### src/lsc_pkg.sv
// Shared constants for the light sensor command and power control block.
package lsc_pkg;

  // ---------------------------------------------------------------------------
  // Command byte layout
  // ---------------------------------------------------------------------------
  localparam int         CMD_BIT        = 7;
  localparam int         TRANS_HI       = 6;
  localparam int         TRANS_LO       = 5;
  localparam int         ADDR_HI        = 4;
  localparam logic [7:0] CMD_RESET      = 8'h00;
  localparam logic [1:0] TRANS_REPEAT   = 2'h0;
  localparam logic [1:0] TRANS_AUTOINC  = 2'h1;
  localparam logic [1:0] TRANS_SPECIAL  = 2'h3;
  localparam logic [4:0] SF_IRQ_CLEAR   = 5'h01;
  localparam logic [4:0] SF_STOP_MANUAL = 5'h02;
  localparam logic [4:0] SF_START_MANUAL = 5'h03;

  // ---------------------------------------------------------------------------
  // Register indices and control register fields
  // ---------------------------------------------------------------------------
  localparam logic [4:0] REG_CONTROL    = 5'h00;
  localparam logic [4:0] REG_TIMER_LOW  = 5'h18;
  localparam logic [4:0] REG_TIMER_HIGH = 5'h19;
  localparam int         CTRL_POWER     = 0;
  localparam int         CTRL_ADC_EN    = 1;
  localparam int         CTRL_VALID     = 4;
  localparam int         CTRL_IRQ       = 5;
  localparam logic [7:0] CTRL_RESET     = 8'h00;
  localparam logic [7:0] INTEGRATION_TIME_SETTING_MANUAL   = 8'h00;

  // ---------------------------------------------------------------------------
  // Timing
  // ---------------------------------------------------------------------------
  localparam int         CLK_HZ            = 20_000_000;
  localparam int         TIMER_TICK_NS     = 1000;
  localparam int         TIMER_TICK_CYCLES = (TIMER_TICK_NS * (CLK_HZ / 1_000_000)) / 1000;
  localparam int         TIMER_W           = 16;

endpackage

### src/lsc_mtimer_if.sv
// Carrier between the command decoder and the manual integration timer.
`timescale 1ns/100ps
interface lsc_mtimer_if;
  logic                        start;
  logic                        stop;
  logic                        running;
  logic [lsc_pkg::TIMER_W-1:0] count;

  // Decoder side issues commands and reads the result.
  modport ctrl (
    output start,
    output stop,
    input  running,
    input  count
  );

  // Timer side obeys commands and reports the measurement.
  modport timer (
    input  start,
    input  stop,
    output running,
    output count
  );
endinterface

### src/lsc_command_ctrl.sv
// Command byte decoder, control register and power/enable control of the light sensor.
`timescale 1ns/100ps

// Notes on behaviour
// [RL1] Host sets bit 7 of each command byte so it is taken as a command.
// [RL2] Transaction field 11 turns the low five bits into a special-function code.
// [RL3] Type 00 keeps the same register per byte; type 01 advances the index.
// [RL4] Other transactions take the low five bits as the target register index.
// [RL5] Special code 00001 clears the pending interrupt once, with no data byte.
// [RL6] With integration time zero, special code 00010 stops the manual integration.
// [RL7] With integration time zero, special code 00011 starts a manual integration.
// [RL8] Length of each manual integration is measured and readable via timer registers.
// [RL9] Special code 00000 and codes x11xx are reserved and do nothing.
// [RL10] Control register resets to zero: powered down, disabled, flags clear.
// [RL11] Host writes zeros to control bits 7:6 and 3:2.
// [RL12] Control bit 5 reads one while the interrupt is asserted.
// [RL13] Control bit 4 is set once the converters complete an integration cycle.
// [RL14] Control bit 1 enables both converter channels; zero disables them.
// [RL15] Control bit 0 powers the device on; zero powers it off.
// [RL16] Conversions proceed only while power and enable bits are both set.
// [RL17] Host waits 2 ms after power-on before setting the enable bit.
// [RL18] Host finishes configuration before setting the enable bit.
// [RL19] Writes to the read-only interrupt and valid bits leave them unchanged.
module lsc_command_ctrl #(
  parameter int TICK_CYCLES = lsc_pkg::TIMER_TICK_CYCLES
) (
  // Clock and reset
  input  wire logic       clk,
  input  wire logic       reset_n,
  // Received and requested bytes from the serial engine
  input  wire logic       rx_valid,
  input  wire logic       rx_first,
  input  wire logic [7:0] rx_data,
  input  wire logic       tx_req,
  output logic      [7:0] tx_data,
  // Access to registers kept outside this block
  output logic      [4:0] reg_index,
  output logic            ext_wr,
  output logic      [7:0] ext_wdata,
  input  wire logic [7:0] ext_rdata,
  input  wire logic [7:0] integration_time_setting,
  // Converter and interrupt side
  input  wire logic       adc_done,
  input  wire logic       irq_set,
  output logic            power_on,
  output logic            adc_enable,
  output logic            convert_active,
  output logic            irq_pending_flag,
  output logic            adc_valid,
  output logic            manual_integ_active
);

  // ---------------------------------------------------------------------------
  // State
  // ---------------------------------------------------------------------------
  logic [1:0] trans_mode;
  logic [7:0] next_tx_data;

  lsc_mtimer_if mt ();

  // ---------------------------------------------------------------------------
  // Byte decode
  // ---------------------------------------------------------------------------
  // A first byte with bit 7 high is a command; every other byte is data.
  wire       cmd_byte  = rx_valid && rx_first && rx_data[lsc_pkg::CMD_BIT]; // [RL1]
  wire       data_wr   = rx_valid && !cmd_byte;
  wire [1:0] cmd_trans = rx_data[lsc_pkg::TRANS_HI:lsc_pkg::TRANS_LO];
  wire [4:0] cmd_addr  = rx_data[lsc_pkg::ADDR_HI:0];
  wire       special   = cmd_byte && (cmd_trans == lsc_pkg::TRANS_SPECIAL); // [RL2]
  wire       index_cmd = cmd_byte && !special; // [RL4]
  wire       advance   = (data_wr || tx_req) && (trans_mode == lsc_pkg::TRANS_AUTOINC); // [RL3]

  // Special functions; every other code, reserved ones included, does nothing.
  wire manual_mode = (integration_time_setting == lsc_pkg::INTEGRATION_TIME_SETTING_MANUAL);
  wire sf_clear    = special && (cmd_addr == lsc_pkg::SF_IRQ_CLEAR); // [RL5] [RL9]
  wire sf_stop     = special && (cmd_addr == lsc_pkg::SF_STOP_MANUAL) && manual_mode; // [RL6]
  wire sf_start    = special && (cmd_addr == lsc_pkg::SF_START_MANUAL) && manual_mode; // [RL7]

  // Control register write and its read image; reserved bits read zero.
  wire       ctrl_wr   = data_wr && (reg_index == lsc_pkg::REG_CONTROL);
  wire [7:0] ctrl_read = {2'b00, irq_pending_flag, adc_valid, 2'b00, adc_enable, power_on}; // [RL12] [RL13]

  assign mt.start = sf_start;
  assign mt.stop  = sf_stop;

  // Read data for the register currently addressed.
  always_comb begin
    unique case (reg_index)
      lsc_pkg::REG_CONTROL:    next_tx_data = ctrl_read;
      lsc_pkg::REG_TIMER_LOW:  next_tx_data = mt.count[7:0]; // [RL8]
      lsc_pkg::REG_TIMER_HIGH: next_tx_data = mt.count[15:8];
      default:                 next_tx_data = ext_rdata;
    endcase
  end

  // ---------------------------------------------------------------------------
  // Command register
  // ---------------------------------------------------------------------------
  // Index and transaction type; a special command leaves both untouched.
  always_ff @(posedge clk or negedge reset_n) begin
    if (!reset_n) begin
      reg_index  <= lsc_pkg::CMD_RESET[4:0];
      trans_mode <= lsc_pkg::CMD_RESET[6:5];
    end else if (index_cmd) begin
      reg_index  <= cmd_addr; // [RL4]
      trans_mode <= cmd_trans;
    end else if (advance) begin
      reg_index  <= reg_index + 5'h01; // [RL3]
    end
  end

  // ---------------------------------------------------------------------------
  // Control register
  // ---------------------------------------------------------------------------
  // Only the power and enable bits are writable; bits 7:6 and 3:2 are dropped.
  always_ff @(posedge clk or negedge reset_n) begin
    if (!reset_n) begin
      power_on   <= lsc_pkg::CTRL_RESET[lsc_pkg::CTRL_POWER]; // [RL10]
      adc_enable <= lsc_pkg::CTRL_RESET[lsc_pkg::CTRL_ADC_EN];
    end else if (ctrl_wr) begin // [RL19]
      power_on   <= rx_data[lsc_pkg::CTRL_POWER]; // [RL15]
      adc_enable <= rx_data[lsc_pkg::CTRL_ADC_EN]; // [RL14]
    end
  end

  // Status flags: hardware sets, a set beats a clear in the same cycle.
  always_ff @(posedge clk or negedge reset_n) begin
    if (!reset_n) begin
      irq_pending_flag <= lsc_pkg::CTRL_RESET[lsc_pkg::CTRL_IRQ];
      adc_valid        <= lsc_pkg::CTRL_RESET[lsc_pkg::CTRL_VALID];
    end else begin
      if (irq_set) begin
        irq_pending_flag <= 1'b1;
      end else if (sf_clear) begin
        irq_pending_flag <= 1'b0; // [RL5]
      end
      if (convert_active && adc_done) begin
        adc_valid <= 1'b1; // [RL13]
      end else if (!convert_active) begin
        adc_valid <= 1'b0;
      end
    end
  end

  // ---------------------------------------------------------------------------
  // Outputs toward other registers and the host
  // ---------------------------------------------------------------------------
  // Data bytes for other indices are passed out; read data is latched on request.
  always_ff @(posedge clk or negedge reset_n) begin
    if (!reset_n) begin
      ext_wr    <= 1'b0;
      ext_wdata <= 8'h00;
      tx_data   <= 8'h00;
    end else begin
      ext_wr    <= data_wr && !ctrl_wr;
      ext_wdata <= data_wr ? rx_data : ext_wdata;
      tx_data   <= tx_req ? next_tx_data : tx_data;
    end
  end

  // Converters run only with both power and enable set.
  assign convert_active      = power_on && adc_enable; // [RL16]
  assign manual_integ_active = mt.running;

  lsc_manual_timer #(
    .TICK_CYCLES (TICK_CYCLES)
  ) u_timer (
    .clk     (clk),
    .reset_n (reset_n),
    .mt      (mt)
  );
endmodule

### src/lsc_manual_timer.sv
// Manual integration timer that measures the length of a manual integration.
`timescale 1ns/100ps
module lsc_manual_timer #(
  parameter int TICK_CYCLES = lsc_pkg::TIMER_TICK_CYCLES
) (
  // Clock and reset
  input  wire logic   clk,
  input  wire logic   reset_n,
  // Command and result carrier
  lsc_mtimer_if.timer mt
);

  typedef enum logic {LSC_MT_IDLE, LSC_MT_RUN} lsc_mt_state_t;

  localparam int PW = (TICK_CYCLES > 1) ? $clog2(TICK_CYCLES) : 1;

  lsc_mt_state_t               state;
  lsc_mt_state_t               next_state;
  logic [PW-1:0]               prescale;
  logic [lsc_pkg::TIMER_W-1:0] count;

  // ---------------------------------------------------------------------------
  // Decode
  // ---------------------------------------------------------------------------
  // A tick marks the end of one timer unit; the count saturates at all ones.
  wire tick      = (prescale == PW'(TICK_CYCLES - 1));
  wire saturated = &count;

  // Start restarts the measurement, stop freezes it.
  always_comb begin
    next_state = state;
    unique case (state)
      LSC_MT_IDLE: if (mt.start) next_state = LSC_MT_RUN;
      LSC_MT_RUN:  if (mt.stop && !mt.start) next_state = LSC_MT_IDLE;
    endcase
  end

  // State, prescaler and measured length.
  always_ff @(posedge clk or negedge reset_n) begin
    if (!reset_n) begin
      state    <= LSC_MT_IDLE;
      prescale <= '0;
      count    <= '0;
    end else begin
      state    <= next_state;
      prescale <= (mt.start || tick || state == LSC_MT_IDLE) ? '0 : prescale + 1'b1;
      if (mt.start) begin
        count <= '0;
      end else if (state == LSC_MT_RUN && tick && !saturated) begin
        count <= count + 1'b1; // [RL8]
      end
    end
  end

  assign mt.running = (state == LSC_MT_RUN);
  assign mt.count   = count;

endmodule

### config.mk
export PLATFORM = sky130hd
export DESIGN_NAME = lsc_command_ctrl
export DESIGN_NICKNAME = d
export VERILOG_FILES = /design/src/lsc_pkg.sv /design/src/lsc_mtimer_if.sv /design/src/lsc_command_ctrl.sv /design/src/lsc_manual_timer.sv
export SDC_FILE = /design/constraint.sdc
export NUM_CORES = 1
export LEC_CHECK = 0
export ABC_AREA = 1
export ABC_CLOCK_PERIOD_IN_PS = 1650
export BUFFER_PORTS_ARGS = -buffer_cell sky130_fd_sc_hd__buf_4
export CORE_MARGIN = 2
export CORE_UTILIZATION = 28
export CTS_CLUSTER_DIAMETER = 50
export DETAILED_ROUTE_END_ITERATION = 8
export MAX_ROUTING_LAYER = met4
export PLACE_DENSITY = 0.47
export SETUP_SLACK_MARGIN = 0.02
export SLEW_MARGIN = 20
export SYNTH_ARGS = -nofsm -noshare
export SYNTH_HDL_FRONTEND = slang
export SYNTH_SLANG_ARGS = --single-unit
### constraint.sdc
create_clock -name clk -period 1.65 [get_ports clk]
set_input_delay 0.495 -clock clk [delete_from_list [all_inputs] [get_ports clk]]
set_output_delay 0.495 -clock clk [all_outputs]
set_load 0.05 [all_outputs]
==> metrics.md, run 1 <==
| Metric | Value |
|---|---|
| Largest area contributor in the netlist | `dfrtp_1` |
| Sw Pwr | `1730 uW` |
| Synthesis-stage register bit count | `50` |
| Gate Count Post-Synth | `372` |
| Via-per-instance ratio | `4.57` |
| Height of the chip | `105 um` |
| Crit path DAT | `1080 ps` |
| Post-Syn Area per Cell | `7.63 um2` |
| Pwr per Cell Area | `1070 nW/um2` |
| Antenna Cells | `0` |
| Area grow syn2layout | `35.7%` |
| Reg power frac | `0.381` |
| Post-synth EDFFs | `0` |
| Clk Latency, worst-skew pair | `310 ps` |
| WHS | `71.0 ps` |
| Drt pass-1 iters | `4` |
| Synthesized cell area | `2840 um2` |
| Setup-failing EPs final | `0` |
| Logic gate share of total power | `0.418` |
| Fill cells | `1058` |
| DR WL/cell | `13.4 um` |
| Max Clk Rate | `636 MHz` |
| CP max FO | `4` |
| TritonCTS buffer count | `5` |
| H-tree depth | `2` |
| Root buf cell | `clkbuf_8` |
| Starting density of the core | `0.289` |
| Final hold vios | `0` |
| Unrepaired setup endpoints after global routing | `yes` |
| Number of I/O pins | `59` |
| Max Slew Vio Count | `0` |
| Detailed Place HPWL | `6080 um` |
| Status | `complete, no violations` |
| Vias in the first global route | `2756` |
| CTS sink count | `50` |
| Max-cap violations | `0` |
| Crit path time final | `1570 ps` |
| Startpoint types | `flip-flop` |
| Register clock-pin slew on the reported worst setup and hold paths | `100 ps` |
| Switching Fraction | `0.421` |
| Cells taking the most area after synthesis | `dfrtp_1, nand2_1, nand3_1` |
| Clock power frac | `0.201` |
| Via Count | `2740` |
| NumNets Final | `501` |
| Tcrit/Tclk final | `0.953` |
| Fraction of layout cells with a size suffix above 1 | `0.279` |
| Pin count of the biggest net entering global routing | `33` |
| Post-synth top cells | `nand2_1, dfrtp_1, nand3_1, nor2_1, inv_1` |
| Kind of critical path | `reg -> out` |
| Async set or reset register ratio after synthesis | `1.00` |
| Most numerous cell in the Yosys netlist | `nand2_1` |
| Maximum VDD drop | `0.559 mV` |
| Die X | `105 um` |
| Core ar. | `9820 um2` |
| Reg2Reg Setup Slack | `140 ps` |
| Class of the worst hold path | `in -> async` |
| CTS Buffer Depth | `2` |
| Fin Setup TNS | `0 ps` |
| Synth cell types | `29` |
| Routed wire length | `8000 um` |
| Worst Setup End Kind | `output port` |
| Post-synth top area share | `0.441` |
| Hold-fix buffer count after cts | `0` |
| Synth Flop Type | `dfrtp_1` |
| Req. time, crit path | `1150 ps` |
| ANT nets after route | `0` |
| YS warnings | `0` |
| Lkg Pwr | `0.00193 uW` |
| Routability cong. | `0.847` |
| DRC viols | `0` |
| Row count | `36` |
| CTS tree | `built` |
| DRT iter0 DRCs | `82` |
| DIE AREA | `11000 um2` |
| Grt total ovfl | `0` |
| Synthesized Nets | `408` |
| Internal power | `2370 uW` |
| Share of the yosys chip area belonging to registers | `0.441` |
| Global Route Usage Sum | `0.158` |
| Global-route wire length before repair | `13600 um` |
| Relative slew slack | `0.783` |
| Slew @ Worst Pin | `326 ps` |
| Initial antenna violation count | `0` |
| Total power | `4100 uW` |
| Dpl ws | `-163 ps` |
| Final worst setup slack | `77.7 ps` |
| Clk_skew | `10.8 ps` |
| Buffers added on ports | `58` |
==> flip-flops by register name (all words and copies together), names as in the netlist, 2 cells and up <==
signal / cells
ext_wdata: 8
reg_index: 5
trans_mode: 2
tx_data: 8
u_timer.mt.count: 16
u_timer.prescale: 5
==> metrics by stage <==
step	area, um2	std cells	utilization
4_1_cts	3810	596	0.388
2_1_floorplan	2840	372	-
6_report	3850	599	0.392
5_1_grt	3850	599	0.392
3_5_place_dp	3700	588	0.376
3_3_place_gp	3700	588	0.376
==> worst max-delay path: stages, from the launching register on <==
cell	delay, ps
dfrtp_2	450
nand2_1	100
inv_1	40
buf_4	180
==> power by group through the flow <==
stage / sequential (uW) / combinational [uW] / clock (uW)
after CTS: 1570 / 1710 / 862
final: 1560 / 1720 / 823
after detailed placement: 1590 / 1700 / 0
after global placement: 1590 / 1700 / 0
after floorplan: 2160 / 501 / 0
after global routing: 1590 / 1840 / 913
==> kinds of logic after synthesis <==
logic type / Yosys count / share of synthesized area
simple gates: 237 / 0.376
flops: 50 / 0.441
buf+inv: 44 / 0.0661
compound gates: 23 / 0.0524
xor+xnor: 10 / 0.0309
fa+ha+maj: 5 / 0.0220
mux: 3 / 0.0119
==> timing repair <==
action | in CTS | in global routing
pin swaps | 0 | 1
endpoints found under the setup margin | 17 | 22
resized for setup | 2 | 4
setup buffers | 0 | 3
==> area by class of cell <==
type                       count  area [um2]  area share
timing repair buffer          96         783       0.203
sequential                    50        1260       0.326
clock buffer                   7        96.3      0.0250
inverter                      34         128      0.0331
multi-input combinational    278        1410       0.367
tap                          133         166      0.0432
clock inverter                 1        8.76     0.00227
==> worst paths after layout <==
kind | from | endpoint | cells after the start
worst max-delay path | power_on | convert_active | 3
worst min-delay path | reset_n | ext_wdata[3] | 1
worst max register to register | reg_index[0] | tx_data[3] | 8
worst min register to register | u_timer.prescale[0] | u_timer.prescale[0] | 1
max in group asynchronous | reset_n | tx_data[4] | 2
min in group clk | irq_set | irq_pending_flag | 2
==> layout by cell type (no fill, tap or decap), drive strengths merged <==
cell type and n:
nor3 1, a21o 1, nand4 27, nand2 102
ha 5, or2 3, nand3b 1, o21bai 2
inv 34, nand3 52, a21oi 2, nor2 51
xnor2 2, dfrtp 50, clkbuf 7, o211ai 6
buf 96, o21ai 12, mux2 3, xor2 8
clkinv 1
==> per-layer routing <==
layer / vias to the layer above / GRT usage / share of wire
li1: 1410 / - / -
met1: 1277 / 0.213 / 0.50
met2: 45 / 0.250 / 0.46
met3: 8 / 0.0206 / 0.023
met4: 0 / 0.0457 / 0.012
met5: - / - / 0
Note: power is estimated with default switching activity, not from simulation.
==> run 2, diff against run 1 <==
Settings changed: CORE_ASPECT_RATIO from default to 1.2.
==> metrics.md, run 2 (synthesis gave the netlist of run 1 again) <==
| Metric | Value |
|---|---|
| Drt pass-1 iters | `5 (+1)` |
| Worst Setup End Kind | `output port` |
| DRC viols | `0 (unchanged)` |
| Final hold vios | `0 (unchanged)` |
| Status | `complete, no violations` |
| Via Count | `2786 (+1.7%)` |
| Starting density of the core | `0.285 (-0.00407)` |
| Design area | `3890 um2 (+0.91%)` |
| Global Route Usage Sum | `0.157 (-0.00128)` |
| Max-cap violations | `0 (unchanged)` |
| DR WL/cell | `13.3 um (-0.17%)` |
| Height of the chip | `114 um (+9.2%)` |
| Core ar. | `9960 um2 (+1.4%)` |
| Worst R2R End | `tx_data[2]` |
| Buffers added on ports | `58 (unchanged)` |
| Max FFs per register | `16 (unchanged)` |
| Fraction of layout cells with a size suffix above 1 | `0.271 (-0.00800)` |
| Grt total ovfl | `0 (unchanged)` |
| Pin count of the biggest net entering global routing | `33 (unchanged)` |
| Row count | `40 (+11%)` |
| Critical R2R Launch | `reg_index[0]` |
| Number of I/O pins | `59 (unchanged)` |
| Crit path DAT | `1080 ps (about the same)` |
| Max Clk Rate | `635 MHz (-0.15%)` |
| Register clock-pin slew on the reported worst setup and hold paths | `70 ps (-30 ps)` |
| Req. time, crit path | `1150 ps (about the same)` |
| Clk_skew | `8.09 ps (-2.70 ps)` |
| CTS Buffer Depth | `2 (unchanged)` |
| Routed wire length | `7880 um (-1.5%)` |
| Initial antenna violation count | `0 (unchanged)` |
| Kind of critical path | `reg -> out` |
| Clk Latency, worst-skew pair | `290 ps (-20 ps)` |
| Multi-input gate area | `1410 um2 (-0.18%)` |
| WHS | `58.7 ps (-12.3 ps)` |
| Class of the worst hold path | `in -> async` |
| Antenna Cells | `0 (unchanged)` |
| Maximum VDD drop | `0.578 mV (+3.4%)` |
| Slew @ Worst Pin | `271 ps (-55.0 ps)` |
| ANT nets after route | `0 (unchanged)` |
| Global-route wire length before repair | `13200 um (-3.1%)` |
| Reg2Reg Setup Slack | `110 ps (-30 ps)` |
| Via-per-instance ratio | `4.71 (+3.1%)` |
| Placed Area | `3670 um2 (-0.58%)` |
| Die X | `95.9 um (-8.4%)` |
| Detailed Place HPWL | `6120 um (+0.82%)` |
| Commonest cells after routing, fill and taps aside | `nand2_1, buf_4, nand3_1` |
| CP max FO | `4 (unchanged)` |
| Setup-failing EPs final | `0 (unchanged)` |
| Max Slew Vio Count | `0 (unchanged)` |
| CTS sink count | `50 (unchanged)` |
| Most common cell after layout, fill and taps aside | `nand2_1` |
| Root buf cell | `clkbuf_16` |
| Most flop-heavy register | `u_timer.mt.count` |
| Routability cong. | `0.800 (-5.5%)` |
| Vias in the first global route | `2739 (-0.62%)` |
| Pwr per Cell Area | `1150 nW/um2 (+7.8%)` |
| Startpoint types | `flip-flop` |
| H-tree depth | `2 (unchanged)` |
| Top Registers | `u_timer.mt.count x16, ext_wdata x8, tx_data x8` |
| Relative slew slack | `0.819 (+0.0360)` |
| NumNets Final | `500 (-0.20%)` |
| DIE AREA | `11000 um2 (about the same)` |
| CTS tree | `built` |
| Fill cells | `1065 (+0.66%)` |
| Tcrit/Tclk final | `0.954 (+0.00141)` |
| Crit path time final | `1570 ps (+2.33 ps)` |
| Worst reg2reg path depth | `8 (unchanged)` |
| Area grow syn2layout | `36.9%` |
| Lkg Pwr | `0.00195 uW (+1.3%)` |
| TritonCTS buffer count | `5 (unchanged)` |
| FF/Latch Area | `1250 um2 (about the same)` |
| DRT iter0 DRCs | `116 (+41%)` |
==> run 2: cell count changes in the layout (fill, tap and decap cells not counted), sizes merged <==
cell,previous run,this run
buf,96,95
clkinv,1,0
bufinv,0,1
==> run 2: power by group <==
group	switching, uW	internal, uW
Sequential	146	1410
Combinational	1140	559
Clock	448	758
Total	1740	2730
==> run 2: layer usage <==
layer,GRT usage,vias up,part of all wire
li1,-,1412,-
met1,0.199,1315,0.46
met2,0.263,54,0.49
met3,0.0237,5,0.033
met4,0.0343,0,0.011
met5,-,-,0
==> run 2: repair_timing <==
| action | CTS | global route |
|---|---|---|
| hold buffers | 0 | 0 |
| pin swaps | 0 | 1 |
| buffers inserted | 0 | 2 |
| setup endpoints to repair | 16 | 13 |
| gates resized for setup | 1 | 3 |
==> run 2: per-stage QoR <==
| stage | TNS, ps | instances | setup WS (ps) | util | power [uW] |
|---|---|---|---|---|---|
| after floorplan | 0 | 372 | 53.9 | - | 2660 |
| after global placement | -490 | 581 | -38.3 | 0.369 | 3280 |
| after detailed placement | -891 | 581 | -79.3 | 0.369 | 3280 |
| after CTS | 0 | 589 | 32.2 | 0.387 | 4510 |
| after global routing | -2.08 | 591 | -2.08 | 0.390 | 4710 |
| final | 0 | 591 | 75.4 | 0.390 | 4460 |
==> run 2: worst max-delay path by stage <==
stage / from / end / cells past startpoint
6_report: adc_enable / convert_active / 3
5_1_grt: reg_index[1] / tx_data[2] / 8
4_1_cts: adc_enable / convert_active / 3
3_5_place_dp: u_timer.mt.count[0] / u_timer.mt.count[14] / 8
3_3_place_gp: u_timer.mt.count[0] / u_timer.mt.count[14] / 8
2_1_floorplan: power_on / convert_active / 2
==> run 2: cell type report <==
cell class	count	share of cell area
Multi-Input combinational cell	278	0.363
Tap cell	126	0.0406
Inverter	34	0.0328
Clock inverter	1	0.00773
Timing Repair Buffer	95	0.196
Clock buffer	7	0.0367
Sequential cell	50	0.323
==> run 2: critical path, stage by stage, from the launching register on <==
cell	delay, ps
dfrtp_2	450
nand2_1	120
inv_1	50
buf_4	180
==> run 3, diff against run 2 <==
Settings changed: CORE_UTILIZATION 28 to 55, PLACE_DENSITY 0.47 to 0.81, SYNTH_HIERARCHICAL from default to 1.
==> metrics.md, run 3 <==
| Metric | Value |
|---|---|
| Status | `complete, no violations` |
| Pwr per Cell Area | `1280 nW/um2 (+11%)` |
| Buffers added on ports | `58 (unchanged)` |
| Worst R2R End | `u_timer/mt.count[8]` |
| Synth cell types | `33 (+14%)` |
| Xor/xnor share of the synthesized area | `0.0202 (-0.0106)` |
| Gate Count Post-Synth | `392 (+5.4%)` |
| Kind of critical path | `reg -> reg` |
| Critical R2R Launch | `u_timer/mt.count[0]` |
| Global Route Usage Sum | `0.268 (+0.111)` |
| Crit path DAT | `1850 ps (+770 ps)` |
| Post-Place Cells | `537 (-7.6%)` |
| Synthesis-stage register bit count | `50 (unchanged)` |
| Reg2Reg Setup Slack | `40 ps (-70 ps)` |
| Class of the worst hold path | `in -> async` |
| Final hold vios | `0 (unchanged)` |
| Fraction of layout cells with a size suffix above 1 | `0.312 (+0.0411)` |
| Via Count | `2980 (+7.0%)` |
| Largest area contributor in the netlist | `dfrtp_1` |
| CTS sink count | `50 (unchanged)` |
| Post-Synth Simple-Gate Area | `0.405 (+0.0286)` |
| Largest family of logic cells by synthesized area | `simple AND/OR/NAND/NOR gates` |
| Worst reg2reg path depth | `10 (+2)` |
| Register clock-pin slew on the reported worst setup and hold paths | `100 ps (+30 ps)` |
| Multi-input gate area | `1630 um2 (+15%)` |
| Post-synth top cells | `nand2_1, nor2_1, dfrtp_1, inv_1, nand3_1` |
| Via-per-instance ratio | `5.43 (+15%)` |
| TritonCTS buffer count | `5 (unchanged)` |
| Drt pass-1 iters | `5 (unchanged)` |
| Post-synth EDFFs | `0 (unchanged)` |
| CTS Buffer Depth | `2 (unchanged)` |
| Max-cap violations | `0 (unchanged)` |
| Initial antenna violation count | `0 (unchanged)` |
| Synth Area in Compound Gates | `0.0587 (+0.00623)` |
| Detailed Place HPWL | `5680 um (-7.2%)` |
| H-tree depth | `2 (unchanged)` |
| Root buf cell | `clkbuf_8` |
| CTS tree | `built` |
| CP max FO | `13 (+9)` |
| Startpoint types | `flip-flop` |
| Grt total ovfl | `0 (unchanged)` |
| DIE AREA | `6120 um2 (-44%)` |
| Die X | `71.7 um (-25%)` |
| NumNets Final | `522 (+4.4%)` |
| YS warnings | `6 (+6)` |
| DRC viols | `0 (unchanged)` |
| Share of the yosys chip area belonging to registers | `0.413 (-0.0275)` |
| Global-route wire length before repair | `12900 um (-2.2%)` |
| Pin count of the biggest net entering global routing | `29 (-12%)` |
| Req. time, crit path | `1900 ps (+750 ps)` |
| Post-synth top area share | `0.413 (-0.0275)` |
| Area grow syn2layout | `29.9%` |
| Most flop-heavy register | `u_timer/mt.count` |
| Max Slew Vio Count | `0 (unchanged)` |
| Relative slew slack | `0.749 (-0.0700)` |
| Placed Area | `3770 um2 (+2.5%)` |
| Post-Syn Area per Cell | `7.72 um2 (+1.2%)` |
| Slew @ Worst Pin | `377 ps (+106 ps)` |
| Synth Flop Type | `dfrtp_1` |
| DR WL/cell | `14.0 um (+4.8%)` |
| Max Clk Rate | `622 MHz (-2.1%)` |
| Height of the chip | `85.3 um (-25%)` |
| DRT iter0 DRCs | `243 (+110%)` |
| FF/Latch Area | `1260 um2 (about the same)` |
| Antenna Cells | `0 (unchanged)` |
| Synthesized cell area | `3030 um2 (+6.7%)` |
| Clk Latency, worst-skew pair | `310 ps (+20 ps)` |
| Setup-failing EPs final | `0 (unchanged)` |
| Clk_skew | `13.5 ps (+5.42 ps)` |
| Async set or reset register ratio after synthesis | `1.00 (unchanged)` |
| Top Registers | `u_timer/mt.count x16, ext_wdata x8, tx_data x8` |
| Design area | `3930 um2 (+1.2%)` |
| Post-synthesis adder-cell area fraction | `0.0207 (-0.00137)` |
| Lkg Pwr | `0.00200 uW (+2.4%)` |
| Vias in the first global route | `2948 (+7.6%)` |
| Worst Setup End Kind | `flip-flop` |
| Most common cell after layout, fill and taps aside | `nand2_1` |
| Commonest cells after routing, fill and taps aside | `nand2_1, buf_4, nor2_1` |
| Core ar. | `5300 um2 (-47%)` |
| Post-synthesis mux area share | `0.0149 (+0.00298)` |
| Hold-fix buffer count after cts | `0 (unchanged)` |
| Cells taking the most area after synthesis | `dfrtp_1, nand2_1, nor2_1` |
| Unrepaired setup endpoints after global routing | `yes` |
| Routability cong. | `0.957 (+20%)` |
| Starting density of the core | `0.572 (+0.287)` |
| Final Non-Filler Cells | `549 (-7.1%)` |
| Most numerous cell in the Yosys netlist | `nand2_1` |
| Max FFs per register | `16 (unchanged)` |
| Tcrit/Tclk final | `0.974 (+0.0201)` |
| Maximum VDD drop | `0.968 mV (+67%)` |
| Crit path time final | `1610 ps (+33.2 ps)` |
| Row count | `29 (-28%)` |
| Number of I/O pins | `59 (unchanged)` |
| Routed wire length | `7670 um (-2.6%)` |
| ANT nets after route | `0 (unchanged)` |
| Fill cells | `384 (-64%)` |
| Synthesized Nets | `428 (+4.9%)` |
==> run 3: cell types whose count changed in the layout (fill, tap and decap cells not counted), sizes merged, moves of 3 or more <==
| cell | change |
|---|---|
| xor2 | -4 |
| o211ai | -6 |
| nand3 | -14 |
| nand4 | -7 |
| nor2 | +18 |
| o21ai | +6 |
| a21oi | +11 |
| inv | +3 |
| nand2 | +15 |
==> run 3: area by class of cell <==
type                    count  area share
flip-flops and latches     50       0.319
clock buffers               7      0.0220
repair buffers             93       0.187
well taps                  62      0.0197
multi-input cells         298       0.414
clock inverters             1     0.00127
inverters                  38      0.0369
==> run 3: per-layer routing <==
| layer | track usage | vias up | share of wire | routed length [um] |
|---|---|---|---|---|
| met4 | 0.0995 | 0 | 0.023 | 175 |
| met1 | 0.334 | 1391 | 0.43 | 3280 |
| met2 | 0.436 | 111 | 0.49 | 3750 |
| met5 | - | - | 0 | 0 |
| li1 | - | 1455 | - | - |
| met3 | 0.0451 | 23 | 0.060 | 462 |
==> run 3: logic make-up after synthesis <==
kind of cell | after synthesis
and+or+nand+nor | 249
DFF | 50
buffers and inverters | 45
AOI/OAI and AO/OA | 32
xor gates and xnor gates | 7
adders and majority gates | 5
muxes | 4
==> run 3: critical path: stages (launching register included) <==
cell	delay, ps
dfrtp_1	430
ha_4	180
nand2_4	60
nor2_4	160
nand2_4	90
nor2_4	100
nor2_4	40
buf_12	150
nor2_4	180
nand2_1	80
nand2_1	70
==> run 3: worst max-delay path by stage <==
stage,from,end,slack [ps],cells after the start
floorplan,integration_time_setting[5],u_timer/mt.count[13],40,7
global placement,rx_data[3],u_timer/prescale[3],-150,9
detailed placement,rx_data[3],u_timer/mt.count[8],-180,10
CTS,reg_index[3],reg_index[3],30,1
global route,u_timer/mt.count[0],u_timer/mt.count[6],3,10
finish,u_timer/mt.count[0],u_timer/mt.count[8],40,10
==> run 3: repair_timing <==
action                                  CTS  global route
endpoints found under the setup margin    1            26
pin swaps                                 0             6
hold endpoints to repair                  0             0
resized for setup                         1            10
buffers inserted                          0             3
cloned                                    0             1
==> run 3: where the power goes <==
group          internal [uW]  switching (uW)  leakage [uW]
clock                    339             408     0.0000482
combinational            846            1600       0.00134
sequential              1500             340      0.000617
==> run 3: through the flow <==
step / utilization / setup TNS (ps) / power [uW] / setup WS (ps) / hold slack, ps
final: 0.742 / 0 / 5030 / 42.2 / 86.3
after global routing: 0.742 / 0 / 5300 / 3.19 / 117
after CTS: 0.728 / 0 / 4940 / 31.5 / 100
after detailed placement: 0.711 / -2660 / 4190 / -184 / 438
after global placement: 0.711 / -2090 / 4110 / -148 / 435
after floorplan: - / 0 / 3420 / 37.3 / 199
